<file path="src/hw/branch_lr_pkg.sv">
package branch_lr_pkg;

    // ------------------------------------------------------------
    // Instruction identity
    // ------------------------------------------------------------
    localparam logic [5:0] PRIMARY_OPCODE = 6'h13;
    localparam logic [9:0] EXTENDED_OPCODE = 10'h010;

    // ------------------------------------------------------------
    // Field positions (little-endian index of a 32-bit word)
    // ------------------------------------------------------------
    localparam int OPCODE_HI = 31;
    localparam int OPCODE_LO = 26;
    localparam int OPTION_HI = 25;
    localparam int OPTION_LO = 21;
    localparam int CBIT_HI = 20;
    localparam int CBIT_LO = 16;
    localparam int USAGE_HI = 12;
    localparam int USAGE_LO = 11;
    localparam int XOP_HI = 10;
    localparam int XOP_LO = 1;
    localparam int LINK_POS = 0;

    // Condition bit 0 is the most significant bit of the register
    localparam logic [4:0] COND_MSB_INDEX = 5'h1F;

    // ------------------------------------------------------------
    // Sequencing and target alignment
    // ------------------------------------------------------------
    localparam int INSTR_STEP = 4;
    localparam logic [1:0] WORD_ALIGN = 2'h0;

    // ------------------------------------------------------------
    // Encoding variants
    // ------------------------------------------------------------
    localparam logic [1:0] MODE_LEGACY = 2'h0;
    localparam logic [1:0] MODE_ORIGINAL = 2'h1;
    localparam logic [1:0] MODE_REVISED = 2'h2;

    // ------------------------------------------------------------
    // Hint codes; order matches the two hint bits directly
    // ------------------------------------------------------------
    typedef enum logic [1:0] {
        PRED_NONE,
        PRED_RESERVED,
        PRED_NOT_TAKEN,
        PRED_TAKEN
    } pred_hint_t;

    typedef enum logic [1:0] {
        USAGE_SAME_TARGET,
        USAGE_RESERVED_A,
        USAGE_RESERVED_B,
        USAGE_UNPREDICTABLE
    } usage_hint_t;

endpackage

</file>
<file path="src/hw/branch_cond_to_link_reg.sv">
`timescale 1ns/10ps

module branch_cond_to_link_reg
    import branch_lr_pkg::*;
#(
    parameter int XLEN = 32
) (
    input wire logic CLK_SYS_IN,
    input wire logic RESET_IN,
    input wire logic INSTR_VALID_IN,
    input wire logic [31:0] INSTR_IN,
    input wire logic [XLEN-1:0] INSTR_ADDR_IN,
    input wire logic [XLEN-1:0] LINK_REG_IN,
    input wire logic [XLEN-1:0] COUNT_REG_IN,
    input wire logic [31:0] COND_REG_IN,
    input wire logic [1:0] ENCODING_MODE_IN,
    output logic DONE_OUT,
    output logic TAKEN_OUT,
    output logic [XLEN-1:0] TARGET_OUT,
    output logic INVALID_OUT,
    output logic LINK_WE_OUT,
    output logic [XLEN-1:0] LINK_DATA_OUT,
    output logic COUNT_WE_OUT,
    output logic [XLEN-1:0] COUNT_DATA_OUT,
    output logic FIXED_EXC_WE_OUT,
    output logic CR0_WE_OUT,
    output pred_hint_t PRED_HINT_OUT,
    output usage_hint_t USAGE_HINT_OUT
);

    generate
        if (XLEN != 32) begin : g_bad_xlen
            $error("branch_cond_to_link_reg supports XLEN of 32 only");
        end
    endgenerate

    // ------------------------------------------------------------
    // Field decode
    // ------------------------------------------------------------
    logic is_ours;
    logic [4:0] branch_option_field;
    logic [4:0] condition_bit_index;
    logic [1:0] branch_usage_hint;
    logic link_enable_bit;
    logic cond_bit;
    logic [XLEN-1:0] count_dec;
    logic count_zero;
    logic z_bad;
    logic invalid_form;
    logic cond_ok;
    logic count_ok;
    logic take;
    pred_hint_t pred_hint;

    always_comb begin
        is_ours = INSTR_VALID_IN
            && (INSTR_IN[OPCODE_HI:OPCODE_LO] == PRIMARY_OPCODE)
            && (INSTR_IN[XOP_HI:XOP_LO] == EXTENDED_OPCODE);
        branch_option_field = INSTR_IN[OPTION_HI:OPTION_LO];
        condition_bit_index = INSTR_IN[CBIT_HI:CBIT_LO];
        branch_usage_hint = INSTR_IN[USAGE_HI:USAGE_LO];
        link_enable_bit = INSTR_IN[LINK_POS];
        cond_bit = COND_REG_IN[COND_MSB_INDEX - condition_bit_index];
    end

    count_step #(
        .WIDTH(XLEN)
    ) u_count_step (
        .count_in(COUNT_REG_IN),
        .dec_out(count_dec),
        .zero_out(count_zero)
    );

    // ------------------------------------------------------------
    // Form check and branch decision
    // ------------------------------------------------------------
    // Option bit 4 skips the condition, bit 2 skips the count; hint
    // positions are never read here, so hints cannot sway the outcome.
    always_comb begin
        if (branch_option_field[4] && branch_option_field[2]) begin
            z_bad = branch_option_field[3] | branch_option_field[1]
                | branch_option_field[0];
        end else if (ENCODING_MODE_IN == MODE_ORIGINAL) begin
            if (branch_option_field[4]) begin
                z_bad = branch_option_field[3];
            end else if (branch_option_field[2]) begin
                z_bad = branch_option_field[1];
            end else begin
                z_bad = 1'b0;
            end
        end else begin
            // Revised: of the forms left after branch-always, only count-and-condition carries z
            z_bad = !branch_option_field[4] && !branch_option_field[2]
                && branch_option_field[0];
        end
        invalid_form = is_ours && (ENCODING_MODE_IN != MODE_LEGACY) && z_bad;
        cond_ok = branch_option_field[4]
            || (cond_bit == branch_option_field[3]);
        count_ok = branch_option_field[2]
            || (!count_zero ^ branch_option_field[1]);
        take = cond_ok && count_ok;
    end

    // ------------------------------------------------------------
    // Prediction hint
    // ------------------------------------------------------------
    always_comb begin
        pred_hint = PRED_NONE;
        if (ENCODING_MODE_IN == MODE_ORIGINAL) begin
            if (!(branch_option_field[4] && branch_option_field[2])
                && branch_option_field[0]) begin
                pred_hint = PRED_TAKEN;
            end
        end else if (ENCODING_MODE_IN != MODE_LEGACY) begin
            if (!branch_option_field[4] && branch_option_field[2]) begin
                pred_hint = pred_hint_t'(branch_option_field[1:0]);
            end else if (branch_option_field[4] && !branch_option_field[2]) begin
                pred_hint = pred_hint_t'({branch_option_field[3],
                    branch_option_field[0]});
            end
        end
    end

    // ------------------------------------------------------------
    // Result registers
    // ------------------------------------------------------------
    logic next_done;
    logic next_taken;
    logic [XLEN-1:0] next_target;
    logic next_invalid;
    logic next_link_we;
    logic [XLEN-1:0] next_link_data;
    logic next_count_we;
    logic [XLEN-1:0] next_count_data;
    pred_hint_t next_pred;
    usage_hint_t next_usage;

    always_comb begin
        next_done = is_ours;
        next_invalid = invalid_form;
        next_taken = is_ours && !invalid_form && take;
        next_target = {LINK_REG_IN[XLEN-1:2], WORD_ALIGN};
        next_link_we = is_ours && !invalid_form && link_enable_bit;
        next_link_data = INSTR_ADDR_IN + XLEN'(INSTR_STEP);
        next_count_we = is_ours && !invalid_form && !branch_option_field[2];
        next_count_data = count_dec;
        next_pred = is_ours ? pred_hint : PRED_NONE;
        next_usage = usage_hint_t'(branch_usage_hint);
    end

    always_ff @(posedge CLK_SYS_IN or posedge RESET_IN) begin
        if (RESET_IN) begin
            DONE_OUT <= 1'b0;
            TAKEN_OUT <= 1'b0;
            TARGET_OUT <= '0;
            INVALID_OUT <= 1'b0;
            LINK_WE_OUT <= 1'b0;
            LINK_DATA_OUT <= '0;
            COUNT_WE_OUT <= 1'b0;
            COUNT_DATA_OUT <= '0;
            FIXED_EXC_WE_OUT <= 1'b0;
            CR0_WE_OUT <= 1'b0;
            PRED_HINT_OUT <= PRED_NONE;
            USAGE_HINT_OUT <= USAGE_SAME_TARGET;
        end else begin
            DONE_OUT <= next_done;
            TAKEN_OUT <= next_taken;
            TARGET_OUT <= next_target;
            INVALID_OUT <= next_invalid;
            LINK_WE_OUT <= next_link_we;
            LINK_DATA_OUT <= next_link_data;
            COUNT_WE_OUT <= next_count_we;
            COUNT_DATA_OUT <= next_count_data;
            // Kept as flops so the core sees a defined, never-set strobe
            FIXED_EXC_WE_OUT <= 1'b0;
            CR0_WE_OUT <= 1'b0;
            PRED_HINT_OUT <= next_pred;
            USAGE_HINT_OUT <= next_usage;
        end
    end
endmodule

</file>
<file path="src/hw/count_step.sv">
`timescale 1ns/10ps

module count_step #(
    parameter int WIDTH = 32
) (
    input wire logic [WIDTH-1:0] count_in,
    output logic [WIDTH-1:0] dec_out,
    output logic zero_out
);

    generate
        if (WIDTH < 2) begin : g_bad_width
            $error("count_step needs WIDTH of at least 2");
        end
    endgenerate

    always_comb begin
        dec_out = count_in - {{(WIDTH-1){1'b0}}, 1'b1};
        zero_out = (dec_out == '0);
    end

endmodule

</file>
<file path="config.mk">
export PLATFORM = sky130hd
export DESIGN_NAME = branch_cond_to_link_reg
export DESIGN_NICKNAME = d
export VERILOG_FILES = /design/src/hw/branch_lr_pkg.sv /design/src/hw/branch_cond_to_link_reg.sv /design/src/hw/count_step.sv
export SDC_FILE = /design/constraint.sdc
export NUM_CORES = 1
export LEC_CHECK = 0
export BUFFER_PORTS_ARGS = -buffer_cell sky130_fd_sc_hd__buf_4
export CAP_MARGIN = 10
export CELL_PAD_IN_SITES_DETAIL_PLACEMENT = 1
export CELL_PAD_IN_SITES_GLOBAL_PLACEMENT = 2
export CORE_ASPECT_RATIO = 0.7
export CORE_MARGIN = 2
export CORE_UTILIZATION = 26
export CTS_BUF_LIST = sky130_fd_sc_hd__clkbuf_2 sky130_fd_sc_hd__clkbuf_4 sky130_fd_sc_hd__clkbuf_8
export DETAILED_ROUTE_END_ITERATION = 10
export PLACE_DENSITY = 0.8
export SYNTH_ARGS = -nofsm -noshare
export SYNTH_HDL_FRONTEND = slang
export SYNTH_SLANG_ARGS = --single-unit
</file>
<file path="constraint.sdc">
create_clock -name CLK_SYS_IN -period 3.5 [get_ports CLK_SYS_IN]
set_clock_uncertainty 0.2 [all_clocks]
set_input_delay 0.175 -clock CLK_SYS_IN [delete_from_list [all_inputs] [get_ports CLK_SYS_IN]]
set_output_delay 0.175 -clock CLK_SYS_IN [all_outputs]
set_load 0.05 [all_outputs]
</file>
Word-level counts from Yosys, hierarchy flattened. Index checks and enable logic that the tools add are counted.

Input bits: 165. Bits in registers: 103. Output and inout port bits: 107. Logic and storage cells: 57.

$add $sub $neg: 3. Equality and inequality tests: 4. Bitwise gates (word level): 3. Multiplexer cells: 12. Reduce and logical (&&, ||, !) cells: 24. Magnitude comparators: 1.

Operator list (number): adder 32 x 3 -> 32 bit (second input constant) (1); logical NOT 32 bit (1); subtractor 32 x 1 -> 32 bit (second input constant) (1); logical AND 1 bit (15); 2-to-1 mux 2 bit (6); equality test 10 x 5 -> 1 bit (second input constant) (1); equality test 6 x 5 -> 1 bit (second input constant) (1); < comparator 5 x 6 -> 1 bit (second input constant) (1); binary-select mux 1 bit (select 5 bit) (1); logical NOT 1 bit (5); 2-to-1 mux 1 bit (5); subtractor 5 bit (first input constant) (1); equality test 2 x 1 -> 1 bit (second input constant) (1); logical OR 1 bit (2); OR 1 bit (2); nonzero test 2 bit (1); equality test 1 bit (1); bitwise XOR 1 bit (1).

Longest topological paths before layout.
Depth in word-level cells: 9. Depth in mapped cells: 11. Depth with buffers taken out: 10.

Modules after synthesis. From an unflattened synthesis, not the netlist that was laid out.

Cell total of the unflattened synthesis: 387. Area total of the unflattened synthesis: 4530.6 um^2.

By module, submodules not included: branch_cond_to_link_reg (cells each 254, seq. area each 2577.5 um^2, area each 3629.7 um^2, instances 1); count_step (cells each 133, seq. area each 0.0 um^2, area each 900.9 um^2, instances 1).

Least setup slack after synthesis. No wires, ideal clock.

Path type: input-to-reg. Start: input port COUNT_REG_IN[18]. End: register TAKEN_OUT. Data arrival time: 2328 ps. Data required time: 3177 ps. Buffers on the path: 1. Library setup time: 123 ps. Path slack: 849 ps. Cell stages on the path: 9. Path through: or3_1 buf_6 or4_4 nor4_1 a31oi_1 a2111oi_2 nand4_1 xor2_1 o221a_1.

Longest elaborated chain between the ends: 7.

RTL lines: from (decl) (line branch_cond_to_link_reg.sv:14) `input wire logic [XLEN-1:0] COUNT_REG_IN,`; subtractor 32 x 1 -> 32 bit (line count_step.sv:18) `dec_out = count_in - {{(WIDTH-1){1'b0}}, 1'b1};`; logical NOT 32 bit (line count_step.sv:19) `zero_out = (dec_out == '0);`; logical NOT 1 bit (line branch_cond_to_link_reg.sv:100) `|| (!count_zero ^ branch_option_field[1]);`; bitwise XOR 1 bit (line branch_cond_to_link_reg.sv:100); logical OR 1 bit (line branch_cond_to_link_reg.sv:100); logical AND 1 bit (line branch_cond_to_link_reg.sv:101) `take = cond_ok && count_ok;`; logical AND 1 bit (line branch_cond_to_link_reg.sv:141) `next_taken = is_ours && !invalid_form && take;`; via next_taken (line branch_cond_to_link_reg.sv:128) `logic next_taken;`; to (signal assigned) (line branch_cond_to_link_reg.sv:167) `TAKEN_OUT <= next_taken;`; to (decl) (line branch_cond_to_link_reg.sv:18) `output logic TAKEN_OUT,`.

The timed path passes the listed nets, and every way through them passes these cells.

Final worst setup path.
Start: input port COUNT_REG_IN[13]. End: register TAKEN_OUT.

Longest elaborated chain between the ends: 7.

RTL lines: subtractor 32 x 1 -> 32 bit (line count_step.sv:18); via count_dec[23] (line branch_cond_to_link_reg.sv:46) `logic [XLEN-1:0] count_dec;`; logical NOT 32 bit (line count_step.sv:19); logical NOT 1 bit (line branch_cond_to_link_reg.sv:100); bitwise XOR 1 bit (line branch_cond_to_link_reg.sv:100); logical OR 1 bit (line branch_cond_to_link_reg.sv:100); logical AND 1 bit (line branch_cond_to_link_reg.sv:101); logical AND 1 bit (line branch_cond_to_link_reg.sv:141); via next_taken (line branch_cond_to_link_reg.sv:128).

The timed path passes the listed nets, and every way through them passes these cells.

==> results.yml <==
outcome:
  run_status: "finished, final reports clean"
synth:
  ys_warn_count: 0
  syn_inst: 380
  synthesis.area_sq_mm: 0.004528
  synth_top_family_by_area: "simple AND/OR/NAND/NOR gates"
  synth.distinct_cells: 53
  syn_area_per_cell_sq_um: 11.92
  synth_simple_gate_area_share_pct: 18.62
  ys_ff_latch: 103
  synthMuxAreaShare_pct: 4.697
  synth_fa_ha_area_share_pct: 0.8290
  synth_compound_area_share_pct: 5.222
  yosys.area_share.xor_xnor_pct: 11.22
  yosysSeqAreaShare_pct: 56.92
floorplan:
  start_util_pct: 26.45
  rows: 40
  die_w_um: 161.7
  io_pins: 272
  core_region_area_sq_mm: 0.01712
  die_area_sq_mm: 0.01850
  die_h_um: 114.4
critical_path:
  crit_slowest_cell: "dlygate4sd3_1"
  crit_path_cell_trace: "dlygate4sd3_1, buf_4, nor4_1, nand3_1, nor4_1, xor2_1, a2111oi_2, nand4_1, xor2_1, o221a_1"
  startpoint_type: "input pin"
  critical-path-top-delay-family: "simple AND/OR/NAND/NOR gates"
  worstSetupPathType: "in2reg"
  worstPathRequired_ns: 3.56
  critPathMaxStageDelay_ns: 0.55
  cp_max_fo: 10
  worstPathArrival_ns: 3.37
  path_buf_inv: 2
  crit_path_end_kind: "flip-flop"
clock_network:
  cts_made_buffers: 9
  cts_tree: "done"
  cts_max_level: 3
  clk_path_buf_depth: 2
  cts-root-buf: "clkbuf_8"
  clkTransAtPathRegs_ns: 0.10
  clkSinkCount: 103
pwr:
  leakage_nw: 3.837
  vdd_drop_max_mv: 0.1957
  p_per_area_mw_per_mm2: 335.8
drt:
  drc: 0
  drt_first_pass_iters: 4
  vias: 4693
  drt-initial-drc-count: 194
  vias_per_cell: 4.547
  wl_per_cell_um: 17.54
  detail-route-antenna-nets: 0
  wirelength_um: 18100
timing:
  min_period_ns: 3.301
  worst_pin_slew_ns: 0.7127
  relSlewSlack_pct: 52.48
  fin_worst_hold_slack_ns: 0.03734
  fmax_mhz: 302.9
  tns_ns: 0
  post-route-period-util_pct: 94.32
  slew_violations: 0
  rsz0062_at_grt: "false"
  hold_viol: 0
  finalSetupViolCount: 0
layout:
  drive_gt1_share_pct: 38.08
  num-fill-cells: 1904
  area.growth.synth_to_final_pct: 86.24
  seq_area_sq_mm: 0.002577
  multi_input_area_sq_mm: 0.001862
  fin_nets: 964
  num_antenna_cells: 0
grt:
  grt_usage_pct: 19.45
  grt_max_degree: 58
  grt_pass1_vias: 5261
  grt_pass1_wl_um: 27940
  antenna_found_initial: 0
  grt_overflow: 0
placed_design:
  place.gp.congestion: 0.8343
  hpwl_um: 12560
  placement.io_buffers: 262
job:
  maxCapViolCount: 0
min_path:
  hold_path.class: "in2reg"
[synth_stat cells (all sizes together)]
| cell | count | share of area (%) |
|---|---|---|
| nor4b | 2 | 0.39 |
| nor2 | 22 | 1.8 |
| o21bai | 1 | 0.17 |
| or4 | 7 | 1.2 |
| xor2 | 19 | 3.7 |
| nand3b | 2 | 0.33 |
| a31oi | 1 | 0.14 |
| inv | 11 | 0.91 |
| a32oi | 2 | 0.39 |
| mux4 | 9 | 4.5 |
| o31ai | 1 | 0.17 |
| a211o | 1 | 0.19 |
| clkbuf | 7 | 0.58 |
| a2111oi | 4 | 0.91 |
| o311ai | 1 | 0.19 |
| or4b | 1 | 0.22 |
| a2bb2oi | 1 | 0.19 |
| nor2b | 4 | 0.55 |
| conb | 1 | 0.083 |
| a22oi | 1 | 0.17 |
| nand4b | 4 | 0.77 |
| or3 | 1 | 0.14 |
| dfrtp | 103 | 57 |
| buf | 5 | 0.91 |
| or2 | 1 | 0.14 |
| ha | 3 | 0.83 |
| and2 | 4 | 0.55 |
| nand2 | 32 | 2.8 |
| xnor2 | 39 | 7.5 |
| nor4 | 13 | 2.3 |
| and4 | 2 | 0.39 |
| a21oi | 1 | 0.11 |
| and3 | 5 | 0.69 |
| nand3 | 18 | 2.0 |
| nor3b | 2 | 0.33 |
| o21ai | 8 | 0.88 |
| o221a | 1 | 0.25 |
| nand2b | 1 | 0.14 |
| nor3 | 15 | 1.8 |
| o41ai | 1 | 0.19 |
| mux2i | 1 | 0.22 |
| nand4 | 15 | 2.1 |
| o211a | 2 | 0.44 |
| a211oi | 5 | 0.83 |
[cells in the final DEF, fill, tap and decap left out, types with 3 or more instances in the layout]
master         instances
nand3_1               18
or4_1                  6
nand4_1               15
nor2b_1                3
mux4_2                 9
a2111oi_0              3
ha_1                   3
dfrtp_1              103
dlygate4sd3_1        143
xnor2_1               39
xor2_1                19
nand4b_1               4
o21ai_0                7
nand2_1               31
buf_4                271
nor4_1                10
conb_1                 4
nor3_1                14
inv_1                 10
and3_1                 5
inv_6                  3
nor2_1                22
clkbuf_8              10
a211oi_1               5
[report_power, final]
group	total, mW	internal, mW	switching (mW)
clock network	0.758	0.298	0.460
logic	0.802	0.358	0.444
registers	1.27	1.25	0.0219
total	2.83	1.91	0.926
[sequential cells by signal, summed over array words and instances (netlist names)]
name and flops:
COUNT_DATA_OUT 32, LINK_WE_OUT 1, PRED_HINT_OUT 2, USAGE_HINT_OUT 2, TAKEN_OUT 1, COUNT_WE_OUT 1, LINK_DATA_OUT 32, DONE_OUT 1
INVALID_OUT 1, TARGET_OUT 30
[metal layers]
metal	wire length, um	global-route usage (%)
met1	7383	23.23
met2	9460	36.10
met3	965	3.767
met4	289	5.133
met5	0	0
[per-stage QoR]
stage	cell area (sq um)	setup WS [ns]	cells	power (mW)	utilization, %
after global routing	8433	0.01955	1032	2.955	49.27
after global placement	6790	0.3392	872	1.949	39.67
final	8433	0.1989	1032	2.832	49.27
after floorplan	4539	0.4212	383	1.639	-
after detailed placement	6790	0.2525	872	1.962	39.67
after CTS	8417	0.1224	1031	2.863	49.17
[cell type report]
class	count	area share, %
Tap cell	231	3.427
Multi-Input combinational cell	257	22.08
Sequential cell	103	30.56
Clock inverter	6	0.6825
Clock buffer	10	1.632
Timing Repair Buffer	414	41.10
Inverter	11	0.5193
[kinds of logic after synthesis]
| group | count (synthesis) |
|---|---|
| AOI/OAI and AO/OA | 31 |
| xor gates and xnor gates | 58 |
| adders and majority gates | 3 |
| buffers and inverters | 23 |
| DFF | 103 |
| muxes | 10 |
| other | 1 |
| and+or+nand+nor | 151 |
[worst paths after layout]
| check | slack [ns] | cells after the start | startpoint | to |
|---|---|---|---|---|
| setup / recovery | 0.20 | 10 | COUNT_REG_IN[13] | TAKEN_OUT |
| hold / removal | 0.04 | 3 | INSTR_IN[22] | TAKEN_OUT |
| max in group asynchronous | 2.00 | 4 | RESET_IN | LINK_DATA_OUT[23] |
| min in group asynchronous | 0.31 | 3 | RESET_IN | TARGET_OUT[15] |
[repair_timing]
| item | in CTS | in global routing |
|---|---|---|
| setup endpoints to repair | 0 | 1 |
| resized for setup | 0 | 2 |
| hold buffers | 143 | 0 |
| hold endpoints to repair | 158 | 0 |
| buffers inserted | 0 | 1 |
(Power assumes the default switching activity.)
